[src/design/nts_consts.vh]
// Constants for the network time counter: register offsets, widths, sync thresholds.
// Assumes inclusion by bare name from the design files of this block.
`ifndef NTS_CONSTS_VH
`define NTS_CONSTS_VH

// Host byte offsets (8-bit bus, even byte first).
`define NTS_OFS_TIME_LO 8'h10
`define NTS_OFS_TIME_HI 8'h11
`define NTS_OFS_DIFF_LO 8'h32
`define NTS_OFS_DIFF_HI 8'h33

// Counter and prescaler.
`define NTS_TIME_RESET 16'h0000
`define NTS_PRE_BASE 13'h0020
`define NTS_PRE_ONE 13'h0001
`define NTS_PRE_TWO 13'h0002
`define NTS_PRE_ZERO 13'h0000

// Phase tracking thresholds (local minus received).
`define NTS_SLOW_AT 16'h0002
`define NTS_FAST_AT 16'hffff
`define NTS_LOCK_WIN 16'h0002
`define NTS_LOCK_RUN 2'h3
`define NTS_DIFF_DIR_BIT 15

// Steps and reset values for counters and read latches.
`define NTS_TIME_STEP 16'h0001
`define NTS_LOCK_ZERO 2'h0
`define NTS_LOCK_STEP 2'h1
`define NTS_DIFF_RESET 16'h0000
`define NTS_BYTE_RESET 8'h00

`endif

[src/design/nts_prescaler.v]
// Tick generator dividing the system clock by 32 << select, with single-cycle trim.
// Assumes synchronous inputs on clk; adjust requests are one-cycle pulses.
`timescale 1ns/1ps
`default_nettype none
`include "nts_consts.vh"

module nts_prescaler (
    // Clock and reset
    input wire clk,
    input wire srst,
    // Control
    input wire [2:0] time_prescale_select,
    input wire time_halt,
    input wire slow_req,
    input wire fast_req,
    // Output
    output reg tick_q
);

    reg [12:0] cnt_q;
    reg slow_q;
    reg fast_q;
    reg [12:0] last;

    // The trim is held until the period ends; a later opposite request replaces it, and requests made while halted are dropped.
    always @* begin
        last = (`NTS_PRE_BASE << time_prescale_select) - `NTS_PRE_ONE;
        if (slow_q) begin
            last = last + `NTS_PRE_ONE;
        end else if (fast_q) begin
            last = last - `NTS_PRE_ONE;
        end
    end

    always @(posedge clk) begin
        if (srst) begin
            cnt_q <= `NTS_PRE_ZERO;
            slow_q <= 1'b0;
            fast_q <= 1'b0;
            tick_q <= 1'b0;
        end else begin
            tick_q <= 1'b0;
            if (!time_halt) begin
                if (cnt_q >= last) begin
                    cnt_q <= `NTS_PRE_ZERO;
                    tick_q <= 1'b1;
                    slow_q <= slow_req;
                    fast_q <= fast_req & ~slow_req;
                end else begin
                    cnt_q <= cnt_q + `NTS_PRE_ONE;
                    if (slow_req) begin
                        slow_q <= 1'b1;
                        fast_q <= 1'b0;
                    end else if (fast_req) begin
                        fast_q <= 1'b1;
                        slow_q <= 1'b0;
                    end
                end
            end
        end
    end

endmodule // nts_prescaler

`default_nettype wire

[src/design/nts_timer.v]
// Network time counter: prescaled 16-bit count, stamping, carry pulse, sync and readout.
// Assumes all inputs synchronous to clk; the packet engine supplies received stamps
// and asks for the outgoing stamp, and the host bus gives one-cycle read strobes.
`timescale 1ns/1ps
`default_nettype none
`include "nts_consts.vh"

// Summary of operation
// Keep a 16-bit wrapping counter that runs from power-up at the prescaled rate.
// Tick rate is system clock divided by 32 up to 4096 per 3-bit select.
// With stamp enable set, last two transmitted bytes carry the current count.
// A time master always stamps its packets regardless of stamp enable.
// Carry output pulses low whenever the selected counter bit changes; the code drives it on ticks only, so a preset gives none unless it lands on a tick.
// Each carry pulse lasts exactly one counter tick period; with carry digit select 0 the code holds the pin low across every tick.
// Even byte read first latches the odd byte for a consistent 16-bit read.
// Master when configured master identifier equals own identifier, else follower.
// Master counts freely and publishes its count through packet stamps.
// Software sets one common master identifier on all nodes; one node owns it.
// Follower uses stamps only from the configured master, ignoring other sources.
// First master stamp after arming loads the counter, then tracking starts.
// Preset re-arms at reset, halt release, master identifier write, software reset.
// In tracking, every master stamp is compared and the rate is adjusted.
// Local minus received of +2 or more slows the counter.
// Difference -1 or less speeds up; 0 or +1 leaves the rate alone.
// Master must send often enough to keep phase error within one tick.
// Unlock flag clears after three consecutive stamps within two, else sets.
// Phase difference register: bit 15 behind flag, bits 14..0 absolute difference.
// Trim by one system clock per prescaler period; hold while halted.
module nts_timer (
    // Clock and reset
    input wire clk,
    input wire srst,
    input wire soft_reset,
    // Configuration levels
    input wire [2:0] time_prescale_select,
    input wire stamp_enable,
    input wire [3:0] carry_digit_select,
    input wire time_halt,
    input wire [7:0] own_node_id,
    input wire [7:0] master_node_identifier,
    input wire master_id_write,
    // Host read port
    input wire host_rd,
    input wire [7:0] host_addr,
    output reg [7:0] host_rdata_q,
    // Receive stamp from packet engine
    input wire rx_stamp_valid,
    input wire [7:0] rx_source_id,
    input wire [15:0] rx_stamp,
    // Transmit stamp to packet engine
    input wire tx_stamp_req,
    output reg tx_stamp_insert_q,
    output reg [15:0] tx_stamp_q,
    // Status and pins
    output reg carry_pulse_out_n_q,
    output reg sync_unlock_flag_q,
    output reg time_master_node_q
);

    wire tick;
    reg [15:0] network_time_q;
    reg [15:0] network_time_d;
    reg armed_q;
    reg halt_prev_q;
    reg [1:0] lock_run_q;
    reg [15:0] phase_difference_q;
    reg [7:0] time_hi_latch_q;
    reg [7:0] diff_hi_latch_q;
    reg slow_req;
    reg fast_req;
    reg [15:0] diff;
    reg [15:0] diff_abs;
    wire from_master;
    reg in_window;
    wire is_master;
    wire rearm;

    // Decoded stamp events and carry taps.
    wire halt_release;
    wire preset_stamp;
    wire track_stamp;
    wire lock_last;
    wire carry_bit_now;
    wire carry_bit_next;

    assign is_master = (master_node_identifier == own_node_id);
    assign from_master = rx_stamp_valid & ~is_master
        & (rx_source_id == master_node_identifier);
    assign halt_release = halt_prev_q & ~time_halt;
    assign rearm = soft_reset | master_id_write | halt_release;
    // A stamp that meets a re-arm is dropped; it would only use up the fresh arming.
    assign preset_stamp = from_master & armed_q & ~rearm;
    assign track_stamp = from_master & ~armed_q & ~rearm;
    // Only tracking stamps build the lock run; the preset stamp is never counted.
    assign lock_last = (lock_run_q >= `NTS_LOCK_RUN - `NTS_LOCK_STEP);
    // The carry pin compares the watched bit before and after each tick.
    assign carry_bit_now = network_time_q[carry_digit_select];
    assign carry_bit_next = network_time_d[carry_digit_select];

    nts_prescaler u_pre (
        .clk(clk),
        .srst(srst),
        .time_prescale_select(time_prescale_select),
        .time_halt(time_halt),
        .slow_req(slow_req),
        .fast_req(fast_req),
        .tick_q(tick)
    );

    // Comparison of a received master stamp against the local count.
    always @* begin
        // Difference is local minus received, read as 16-bit two's complement.
        diff = network_time_q - rx_stamp;
        diff_abs = diff[`NTS_DIFF_DIR_BIT] ? (~diff + `NTS_TIME_STEP) : diff;
        in_window = (diff_abs <= `NTS_LOCK_WIN);
        slow_req = 1'b0;
        fast_req = 1'b0;
        if (track_stamp) begin
            if (!diff[`NTS_DIFF_DIR_BIT] && diff >= `NTS_SLOW_AT) begin
                slow_req = 1'b1;
            end else if (diff[`NTS_DIFF_DIR_BIT] && diff <= `NTS_FAST_AT) begin
                fast_req = 1'b1;
            end
        end
    end

    // Next count: preset wins over the tick so the loaded stamp is exact.
    always @* begin
        network_time_d = network_time_q;
        if (preset_stamp) begin
            network_time_d = rx_stamp;
        end else if (tick) begin
            network_time_d = network_time_q + `NTS_TIME_STEP;
        end
    end

    always @(posedge clk) begin
        if (srst) begin
            network_time_q <= `NTS_TIME_RESET;
            armed_q <= 1'b1;
            halt_prev_q <= 1'b0;
            lock_run_q <= `NTS_LOCK_ZERO;
            sync_unlock_flag_q <= 1'b1;
            phase_difference_q <= `NTS_DIFF_RESET;
            carry_pulse_out_n_q <= 1'b1;
            time_master_node_q <= 1'b0;
        end else begin
            network_time_q <= network_time_d;
            halt_prev_q <= time_halt;
            time_master_node_q <= is_master;
            // Carry pin only moves on ticks, so its low phase spans one tick period, except with bit 0 watched, when it stays low.
            if (tick) begin
                carry_pulse_out_n_q <= ~(carry_bit_next ^ carry_bit_now);
            end
            if (rearm) begin
                armed_q <= 1'b1;
            end else if (preset_stamp) begin
                armed_q <= 1'b0;
            end
            // A master is its own reference, so it always reports lock.
            if (is_master) begin
                sync_unlock_flag_q <= 1'b0;
                lock_run_q <= `NTS_LOCK_ZERO;
            end else if (track_stamp) begin
                phase_difference_q <= {diff[`NTS_DIFF_DIR_BIT], diff_abs[14:0]};
                if (!in_window) begin
                    lock_run_q <= `NTS_LOCK_ZERO;
                    sync_unlock_flag_q <= 1'b1;
                end else if (lock_last) begin
                    lock_run_q <= `NTS_LOCK_RUN;
                    sync_unlock_flag_q <= 1'b0;
                end else begin
                    lock_run_q <= lock_run_q + `NTS_LOCK_STEP;
                end
            end
        end
    end

    // Stamp for the last two bytes of an outgoing packet.
    always @(posedge clk) begin
        if (srst) begin
            tx_stamp_insert_q <= 1'b0;
            tx_stamp_q <= `NTS_TIME_RESET;
        end else if (tx_stamp_req) begin
            tx_stamp_insert_q <= stamp_enable | is_master;
            tx_stamp_q <= network_time_q;
        end
    end

    // Host readout; the odd byte comes from a latch so a tick between reads cannot tear it.
    always @(posedge clk) begin
        if (srst) begin
            host_rdata_q <= `NTS_BYTE_RESET;
            time_hi_latch_q <= `NTS_BYTE_RESET;
            diff_hi_latch_q <= `NTS_BYTE_RESET;
        end else if (host_rd) begin
            case (host_addr)
                `NTS_OFS_TIME_LO: begin
                    host_rdata_q <= network_time_q[7:0];
                    time_hi_latch_q <= network_time_q[15:8];
                end
                `NTS_OFS_TIME_HI: begin
                    host_rdata_q <= time_hi_latch_q;
                end
                `NTS_OFS_DIFF_LO: begin
                    host_rdata_q <= phase_difference_q[7:0];
                    diff_hi_latch_q <= phase_difference_q[15:8];
                end
                `NTS_OFS_DIFF_HI: begin
                    host_rdata_q <= diff_hi_latch_q;
                end
                default: begin
                    host_rdata_q <= 8'h00;
                end
            endcase
        end
    end

endmodule // nts_timer

`default_nettype wire

[config.mk]
export PLATFORM = sky130hd
export DESIGN_NAME = nts_timer
export DESIGN_NICKNAME = d
export VERILOG_FILES = /design/src/design/nts_prescaler.v /design/src/design/nts_timer.v
export VERILOG_INCLUDE_DIRS = /design/src /design/src/design
export SDC_FILE = /design/constraint.sdc
export NUM_CORES = 1
export LEC_CHECK = 0
export ABC_AREA = 1
export BUFFER_PORTS_ARGS = -buffer_cell sky130_fd_sc_hd__buf_4
export CAP_MARGIN = 20
export CORE_MARGIN = 8
export CORE_UTILIZATION = 50
export DETAILED_ROUTE_END_ITERATION = 6
export GPL_ROUTABILITY_DRIVEN = 1
export GPL_TIMING_DRIVEN = 1
export PLACE_DENSITY = 0.71
export SETUP_SLACK_MARGIN = 0.5
export SLEW_MARGIN = 15
export SYNTH_ARGS = -nofsm -noshare
export SYNTH_HDL_FRONTEND = slang
export SYNTH_SLANG_ARGS = --single-unit
export TNS_END_PERCENT = 30
[constraint.sdc]
create_clock -name clk -period 5.1 [get_ports clk]
set_input_delay 0.51 -clock clk [delete_from_list [all_inputs] [get_ports clk]]
set_output_delay 0.51 -clock clk [all_outputs]
set_load 0.03 [all_outputs]
Word level (Yosys, flattened, before mapping)
Cells that the tools add are included.
Widths: inputs -> output; s select.
{"block": "totals", "ff_bits": 96, "input_bits": 64, "output_inout_bits": 28, "word_cells": 100}
{"block": "op_classes", "n_addsub": 8, "order_cmp": 6, "eq_ne": 7, "shifts": 1, "mux": 29, "bitwise": 19, "n_reduce_logical": 13}
{"operator": "$mux 16", "n": 3}
{"operator": "$mux 13", "n": 3}
{"operator": "$add 16x1->16 const B", "n": 2}
{"operator": "$pmux 8 s4", "n": 1}
{"operator": "$add 13x1->13 const B", "n": 2}
{"operator": "$sub 13x1->13 const B", "n": 2}
{"operator": "$mux 1", "n": 18}
{"operator": "$eq 8x5->1 const B", "n": 2}
{"operator": "$eq 8x6->1 const B", "n": 2}
{"operator": "$eq 8x8->1", "n": 2}
{"operator": "$ge 16x2->1 const B", "n": 1}
{"operator": "$le 16x16->1 const B", "n": 1}
{"operator": "$le 16x2->1 const B", "n": 1}
{"operator": "$not 16->16", "n": 1}
{"operator": "$sub 16x16->16", "n": 1}
{"operator": "$ge 13x13->1", "n": 1}
{"operator": "$shl 6x3->13 const A", "n": 1}
{"operator": "$reduce_and 2->1", "n": 5}
{"operator": "$and 1x1->1", "n": 8}
{"operator": "$bmux 1 s4", "n": 2}
{"operator": "$not 1->1", "n": 6}
{"operator": "$reduce_or 2->1", "n": 3}
{"operator": "$lt 4x5->1 const B", "n": 1}
{"operator": "$mux 2", "n": 2}
{"operator": "other kinds (9)", "n": 12}

Depth between registers and ports, before layout
Gate-level depths: netlist of run 1.
{"block": "depth", "depth_word": 11, "depth_mapped": 23, "ltp_nobuf": 22}

Modules after synthesis
From an unflattened synthesis of run 1, not the netlist that was laid out.
{"block": "hier_totals", "hier_cells": 1175, "area_unflattened_um2": 7277.0}
{"module": "nts_timer", "instances": 1, "cells_per_inst": 973, "area_per_inst_um2": 5952.0, "seq_area_each_um2": 1601.5}
{"module": "nts_prescaler", "instances": 1, "cells_per_inst": 202, "area_per_inst_um2": 1325.0, "seq_area_each_um2": 320.3}

Worst setup path before layout of run 1
Ideal clock, no wire load.
{"block": "synth_path", "kind": "input -> register", "startpoint": "in time_prescale_select[2]", "endpoint": "reg u_pre.cnt_q[5]", "setup_ns": 0.129, "t_arrival_ns": 2.937, "required_ns": 4.971, "setup_slack_ns": 2.035, "path_stages": 20, "path_buffers": 1, "cell_sequence": "inv_1 -> nand3_1 -> ha_1 -> o21ai_0 -> nand2_1 -> o21ai_0 -> nand3_1 -> o32ai_1 -> xor2_1 -> inv_1 -> ha_1 -> nand2_1 -> nor2_1 -> nand2_1 -> o211a_1 -> nand3_1 -> nand2_1 -> nand2_1 -> clkbuf_1 -> nor3_1"}
{"block": "synth_via", "elab_chain_cells": 7, "word_cells_on_any_way": 8, "cone_classes": "3 x add/sub; 1 x order compare; 1 x shift; 3 x mux"}
{"element": "start, declared", "line_no": "nts_timer.v:35", "source": "input wire [2:0] time_prescale_select,"}
{"element": "$shl 6x3->13 (no source line) *"}
{"element": "$sub 13x1->13 (no source line) *"}
{"element": "$sub 13x1->13 (no source line)"}
{"element": "$mux 13", "line_no": "nts_prescaler.v:30", "source": "end else if (fast_q) begin"}
{"element": "$mux 13 *", "line_no": "nts_prescaler.v:28", "source": "if (slow_q) begin"}
{"element": "$ge 13x13->1 *", "line_no": "nts_prescaler.v:44", "source": "if (cnt_q >= last) begin"}
{"element": "$mux 13 *", "line_no": "nts_prescaler.v:44"}
{"element": "end signal, assigned", "line_no": "nts_prescaler.v:37", "source": "cnt_q <= `NTS_PRE_ZERO;"}
{"element": "end signal, assigned", "line_no": "nts_prescaler.v:45", "source": "cnt_q <= `NTS_PRE_ZERO;"}
{"element": "end signal, assigned", "line_no": "nts_prescaler.v:50", "source": "cnt_q <= cnt_q + `NTS_PRE_ONE;"}
{"element": "end, declared", "line_no": "nts_prescaler.v:20", "source": "reg [12:0] cnt_q;"}
Every way passes the cells marked *; elsewhere a longest branch is shown, timed or not.
A chain may end at the register's enable or synchronous reset.

Worst setup path in the final report of run 1
{"block": "layout_path", "startpoint": "reg network_time_q[0]", "endpoint": "reg lock_run_q[0]"}
{"block": "layout_via", "elab_chain_cells": 6}
{"element": "start, declared", "line_no": "nts_timer.v:61", "source": "reg [15:0] network_time_q;"}
{"element": "start signal, assigned", "line_no": "nts_timer.v:139", "source": "network_time_q <= `NTS_TIME_RESET;"}
{"element": "start signal, assigned", "line_no": "nts_timer.v:148", "source": "network_time_q <= network_time_d;"}
{"element": "$sub 16x16->16 *", "line_no": "nts_timer.v:113", "source": "diff = network_time_q - rx_stamp;"}
{"element": "$not 16->16", "line_no": "nts_timer.v:114", "source": "diff_abs = diff[`NTS_DIFF_DIR_BIT] ? (~diff + `NTS_TIME_STEP) : diff;"}
{"element": "$add 16x1->16 (no source line)"}
{"element": "$mux 16 *", "line_no": "nts_timer.v:114"}
{"element": "$le 16x2->1 (no source line) *"}
{"element": "$mux 2 *", "line_no": "nts_timer.v:166", "source": "if (!in_window) begin"}
{"element": "end signal, assigned", "line_no": "nts_timer.v:167", "source": "lock_run_q <= `NTS_LOCK_ZERO;"}
{"element": "end signal, assigned", "line_no": "nts_timer.v:170", "source": "lock_run_q <= `NTS_LOCK_RUN;"}
{"element": "end signal, assigned", "line_no": "nts_timer.v:173", "source": "lock_run_q <= lock_run_q + `NTS_LOCK_STEP;"}
{"element": "end, declared", "line_no": "nts_timer.v:65", "source": "reg [1:0] lock_run_q;"}
Marks and branches as above.

==> qor.yml, run 1 <==
status:
  status: "finished clean"
clocking:
  cts-root-buf: "clkbuf_16"
  h-tree-depth: 3
  tritoncts: "built"
  cts.path.max_buffers: 2
  clkSlewWorstSetupHoldPaths_ns: 0.08
  cts_resized: 0
  cts_buffers: 9
  post_cts_buffers: 0
  worstSkewPairLatency_ns: 0.36
  numClockSinks: 96
  hold_buffers: 0
routing:
  num_vias: 7232
  wire_per_inst_um: 14.00
  drc: 0
  first_pass_iters: 6
  wl_met3_um: 972
  wl_um: 19330
  wl_met2_um: 8992
  vias_per_cell: 5.241
  topRoutingLayerUsed: "met4"
  wl_met1_um: 9038
  ant_nets: 0
  drt_iter0_drc: 610
worst_setup_path:
  worstSetupPathType: "reg2reg"
  cpMaxStageDelayCell: "dfxtp_1"
  path_max_fanout: 6
  worstPathRequired_ns: 5.39
  critPathMaxStageDelay_ns: 0.45
  path_delay_family: "simple AND/OR/NAND/NOR gates"
  crit_path_end_kind: "flip-flop"
  arrival_ns: 3.54
  cp_common_cell: "nand2_1"
  path_cells: "inv_1 -> ha_1 -> fa_1 -> inv_1 -> nand2_1 -> nand2_2 -> nand2_2 -> nor2_2 -> nand2_1 -> nor2_2 -> nand3_1 -> nor2_1 -> nand3_1 -> nand2_1 -> nand2_1 -> nand2_1 -> nand2_1 -> inv_1 -> nand2_1 -> nor2_2 -> nor2_1 -> nor2_1"
  worstSetupStartpointType: "flip-flop"
  cp_num_buf_inv: 3
sta:
  relSlewSlack_pct: 46.28
  hold_violations: 0
  period_minus_slack_ns: 3.248
  finalSetupTns_ns: 0
  timing.final.crit_share_pct: 63.69
  setup_viol: 0
  rsz0062_at_grt: "false"
  slew_violations: 0
  fmax_ghz: 0.3079
  fin_skew_ns: 0.007060
  holdWs_ns: 0.4190
  worst_pin_slew_ns: 0.7997
synthesis:
  synth_area_leader_cell: "dfxtp_1"
  ys_top_cells_by_area: "dfxtp_1 (28%), nand2_1 (16%), inv_1 (8.4%)"
  ys_warn_count: 0
  synth-edff-count: 0
  synth-main-ff-cell: "dfxtp_1"
  yosys.area.top_type_share_pct: 27.66
  synthesis.nets: 1225
  avgSynthCellArea_um2: 6.181
  synth.ff_latch_count: 96
  syn-cell-area_um2: 6948
  ys_types: 40
  synthCells: 1124
  yosysSeqAreaShare_pct: 27.66
  async_flop_share_pct: 0
global_route:
  grt_pass1_vias: 6552
  overflow: 0
  grt_max_degree: 47
  grt_usage_pct: 21.64
  grt_pass1_wl_um: 32040
  antenna_found_initial: 0
finish:
  final_cell_mix: "nand2_1 (294), inv_1 (156), nand3_1 (104)"
  layout-drive-gt1-share_pct: 11.75
  fin_area_um2: 8016
  fill_cells: 1408
  area_growth_pct: 15.38
  fin_nets: 1296
  final_common_cell: "nand2_1"
  num_antenna_cells: 0
placement:
  port-buffer-count: 91
  dpl.hpwl_um: 15000
  placed_area_um2: 7719
  gp_congestion: 0.8830
floorplanning:
  ios: 92
  floorplan.die_area_um2: 17920
  rows: 43
  start_util_pct: 50.64
  core_area_um2: 13720
  die-width_um: 133.9
  dieHeight_um: 133.9
job:
  max_cap_violations: 0
worst_hold_path:
  min_path_type: "in2reg"
pwr:
  p_leak_nw: 3.944
  pwr_density_cell_nw_per_um2: 214.3
  peakVddDrop_mv: 0.1503
  total_power_w: 0.001718
-- worst paths after layout --
check                                   startpoint                  to  slack (ns)  depth (start not counted)
worst min-delay path                  stamp_enable   tx_stamp_insert_q        0.42                          3
worst max register to register   network_time_q[0]       lock_run_q[0]        1.85                         22
worst max-delay path             network_time_q[0]       lock_run_q[0]        1.85                         22
worst min register to register  diff_hi_latch_q[3]  diff_hi_latch_q[3]        0.45                          2
-- worst min-delay path, cell delays in order --
cell and delay, ns:
buf_4 0.08, nor2_1 0.03, a21oi_1 0.12
-- cells in the mapped netlist, types with 6 or more instances --
library cell / n
a21oi_1: 81
buf_2: 8
clkbuf_1: 20
dfxtp_1: 96
ha_1: 36
inv_1: 156
nand2_1: 294
nand2_2: 11
nand3_1: 104
nand4_1: 32
nor2_1: 93
nor2_2: 10
nor3_1: 13
o211ai_1: 6
o21ai_0: 85
xnor2_1: 16
xor2_1: 20
-- flip-flops by register name (all words and copies together), names as in the netlist, 2 cells and up --
register / cells
network_time_q: 16
phase_difference_q: 16
tx_stamp_q: 16
u_pre.cnt_q: 13
diff_hi_latch_q: 8
host_rdata_q: 8
time_hi_latch_q: 8
lock_run_q: 2
-- cell families (layout without fill, tap and decap cells) --
logic type / count (synthesis) / count (layout) / share of synthesized area, %
AO/OA/AOI/OAI: 190 / 190 / 14.55
XOR/XNOR: 36 / 36 / 4.538
adder cells (fa/ha/maj): 37 / 37 / 6.771
buffers and inverters: 195 / 271 / 10.89
flip-flops: 96 / 96 / 27.66
AND/OR/NAND/NOR: 570 / 570 / 35.58
-- final cells by class --
type	count	area (µm²)	area share, %
clock inverter	7	72.57	0.9053
tap	180	225.2	2.809
multi-input combinational	833	4269	53.25
timing repair buffer	92	690.7	8.616
inverter	163	611.8	7.632
clock buffer	9	225.2	2.809
sequential	96	1922	23.97
-- metal layers --
layer  up-vias  global-route usage (%)
met5         -                       0
met1      3259                   28.85
met3        19                   3.777
met2       155                   34.96
met4         0                   6.301
li1       3799                       -
-- report_power, final --
group / switching (W) / internal [W] / total (W)
clock network: 0.000340 / 0.000348 / 0.000688
registers: 0.00000562 / 0.000758 / 0.000764
logic: 0.000163 / 0.000103 / 0.000267
-- through the flow --
stage                     util, %  setup WS, ns  std cells
after detailed placement    56.26         1.580       1364
after global routing        58.43         1.477       1380
after global placement      56.26         1.671       1364
after floorplan                 -         2.035       1124
after CTS                   58.43         1.914       1380
final                       58.43         1.852       1380
No activity file was read; power rests on OpenSTA's default activity.
==> run 2, diff against run 1 <==
==> constraint.sdc (replaced) <==
create_clock -name clk -period 3.2 [get_ports clk]
set_input_delay 0.32 -clock clk [delete_from_list [all_inputs] [get_ports clk]]
set_output_delay 0.32 -clock clk [all_outputs]
set_load 0.03 [all_outputs]
==> run 2 against run 1 <==
  * First-iteration DRC count shrank 19%
  * Clock skew grew 0.0038 ns
  * Critical endpoint unchanged
  * Largest power group unchanged
  * Setup slack lost 1.3 ns
  * Sequential share of layout area shrank 1.5 points
  * Largest cell class unchanged
  * Global-route usage grew 0.18 points
==> qor.yml, run 2 (same netlist as run 1, synthesis figures left out) <==
status:
  status: "finished clean"
routing:
  first_pass_iters: 5
  wl_um: 20460
  drt_iter0_drc: 493
  ant_nets: 0
  num_vias: 7492
  wire_per_inst_um: 14.53
  vias_per_cell: 5.321
  drc: 0
clocking:
  worstSkewPairLatency_ns: 0.35
  h-tree-depth: 3
  cts_buffers: 9
  cts-root-buf: "clkbuf_16"
  cts.path.max_buffers: 2
  numClockSinks: 96
  clkSlewWorstSetupHoldPaths_ns: 0.07
  tritoncts: "built"
floorplanning:
  ios: 92
  rows: 43
  start_util_pct: 50.64
  die-width_um: 133.9
  dieHeight_um: 133.9
  floorplan.die_area_um2: 17920
  core_area_um2: 13720
worst_setup_path:
  worstSetupStartpointType: "flip-flop"
  worstSetupPathType: "reg2reg"
  timing.rr.end: "lock_run_q[0]"
  worstPathRequired_ns: 3.48
  regToRegSetupSlack_ns: 0.55
  arrival_ns: 2.93
  path_cells: "inv_4 -> ha_4 -> fa_2 -> inv_4 -> nand2_2 -> nand2_2 -> nand2_2 -> nor2_4 -> nand2_2 -> nor2_4 -> nand3_2 -> nor2_1 -> nand3_1 -> nand2_2 -> nand2_2 -> a21oi_2 -> nand3_1 -> nor2_2 -> nor2_2 -> nor2_1"
  r2r_cells: 20
  path_max_fanout: 4
  cp_common_cell: "nand2_2"
  crit_path_end_kind: "flip-flop"
  critPathMaxStageDelay_ns: 0.36
  r2r-start: "network_time_q[0]"
  crit_start: "network_time_q[0]"
  cpMaxStageDelayCell: "fa_2"
sta:
  period_minus_slack_ns: 2.651
  setup_viol: 0
  rsz0062_at_grt: "true"
  fmax_ghz: 0.3772
  slew_violations: 0
  timing.final.crit_share_pct: 82.85
  hold_violations: 0
  setup_ws_ns: 0.5487
  fin_skew_ns: 0.01081
  relSlewSlack_pct: 48.23
  finalSetupTns_ns: 0
  worst_pin_slew_ns: 0.7706
finish:
  fin_nets: 1325
  layout-drive-gt1-share_pct: 20.68
  num_antenna_cells: 0
  finalNonFillerCells: 1408
  final_cell_mix: "nand2_1 (266), inv_1 (149), buf_4 (118)"
  register_area_um2: 1941
  final_util_pct: 63.02
  area_growth_pct: 24.44
  fill_cells: 1304
  reg_top3: "network_time_q (16), phase_difference_q (16), tx_stamp_q (16)"
  multi_input_area_um2: 4652
  final_common_cell: "nand2_1"
global_route:
  grt_max_degree: 46
  antenna_found_initial: 0
  overflow: 0
  grt_pass1_vias: 6737
  grt_usage_pct: 21.82
  grt_pass1_wl_um: 32460
worst_hold_path:
  whs_path_depth: 3
  holdPathEnd: "tx_stamp_insert_q"
  hp-start: "stamp_enable"
  min_path_type: "in2reg"
pwr:
  p_int_w: 0.001957
  p_clk_share_pct: 37.8
  total_power_w: 0.002746
  pwr-share-seq_pct: 44.3
  pwr_density_cell_nw_per_um2: 317.6
  power_switching_w: 0.0007889
  p_leak_nw: 4.130
  peakVddDrop_mv: 0.2185
  switching_share_pct: 28.73
  power_frac_comb_pct: 17.9
placement:
  preCtsSetupSlack_ns: 0.07542
  dp.cells: 1376
  gp_congestion: 0.9088
  dpl.hpwl_um: 15390
  port-buffer-count: 91
job:
  max_cap_violations: 0
## run 2: what timing repair did
| action | 4_1_cts | 5_1_grt |
|---|---|---|
| gates resized for setup | 18 | 96 |
| hold buffers | 0 | 0 |
| setup endpoints to repair | 18 | 20 |
| setup buffers | 1 | 15 |
| pin swaps | 3 | 18 |
| cloned | 1 | 0 |
## run 2: worst max-delay path: cells and delay by family (launching register included)
family / cells / cell delay [ns]
fa+ha+maj: 2 / 0.51
flops: 1 / 0.35
compound gates: 1 / 0.11
buf+inv: 2 / 0.15
simple gates: 15 / 1.44
## run 2: worst max-delay path by stage
stage	end	slack [ns]	cells past startpoint
2_1_floorplan	u_pre.cnt_q[5]	0.51	20
3_3_place_gp	u_pre.cnt_q[5]	0.18	21
3_5_place_dp	u_pre.cnt_q[2]	0.08	21
4_1_cts	lock_run_q[0]	0.51	20
5_1_grt	lock_run_q[1]	0.29	20
6_report	lock_run_q[0]	0.55	20
## run 2: through the flow
stage | instance area [µm²] | hold slack (ns)
3_3_place_gp | 7829 | 0.4416
5_1_grt | 8646 | 0.2841
6_report | 8646 | 0.2510
2_1_floorplan | 6959 | 0.4245
4_1_cts | 8174 | 0.2425
3_5_place_dp | 7829 | 0.4512
## run 2: layer usage
metal / vias to the layer above / global-route usage (%) / part of all wire [%]
met2: 198 / 36.53 / 47
met4: 0 / 6.114 / 1.7
met3: 31 / 4.338 / 5.2
met1: 3404 / 27.83 / 46
li1: 3859 / - / -
met5: - / 0 / 0
## run 2: power by group through the flow
| stage | sequential, W | combinational (W) | clock (W) |
|---|---|---|---|
| CTS | 0.00122 | 0.000439 | 0.00106 |
| detailed placement | 0.00124 | 0.000430 | 0 |
| floorplan | 0.00126 | 0.000257 | 0 |
| global placement | 0.00124 | 0.000425 | 0 |
| finish | 0.00122 | 0.000491 | 0.00104 |
| global route | 0.00122 | 0.000540 | 0.00110 |
## run 2: cell type report
| class | instances | share of cell area, % |
|---|---|---|
| multi-input combinational | 834 | 53.81 |
| sequential | 96 | 22.45 |
| timing repair buffer | 120 | 10.71 |
| inverter | 163 | 7.192 |
| clock buffer | 10 | 2.764 |
| tap | 180 | 2.605 |
| clock inverter | 5 | 0.4776 |
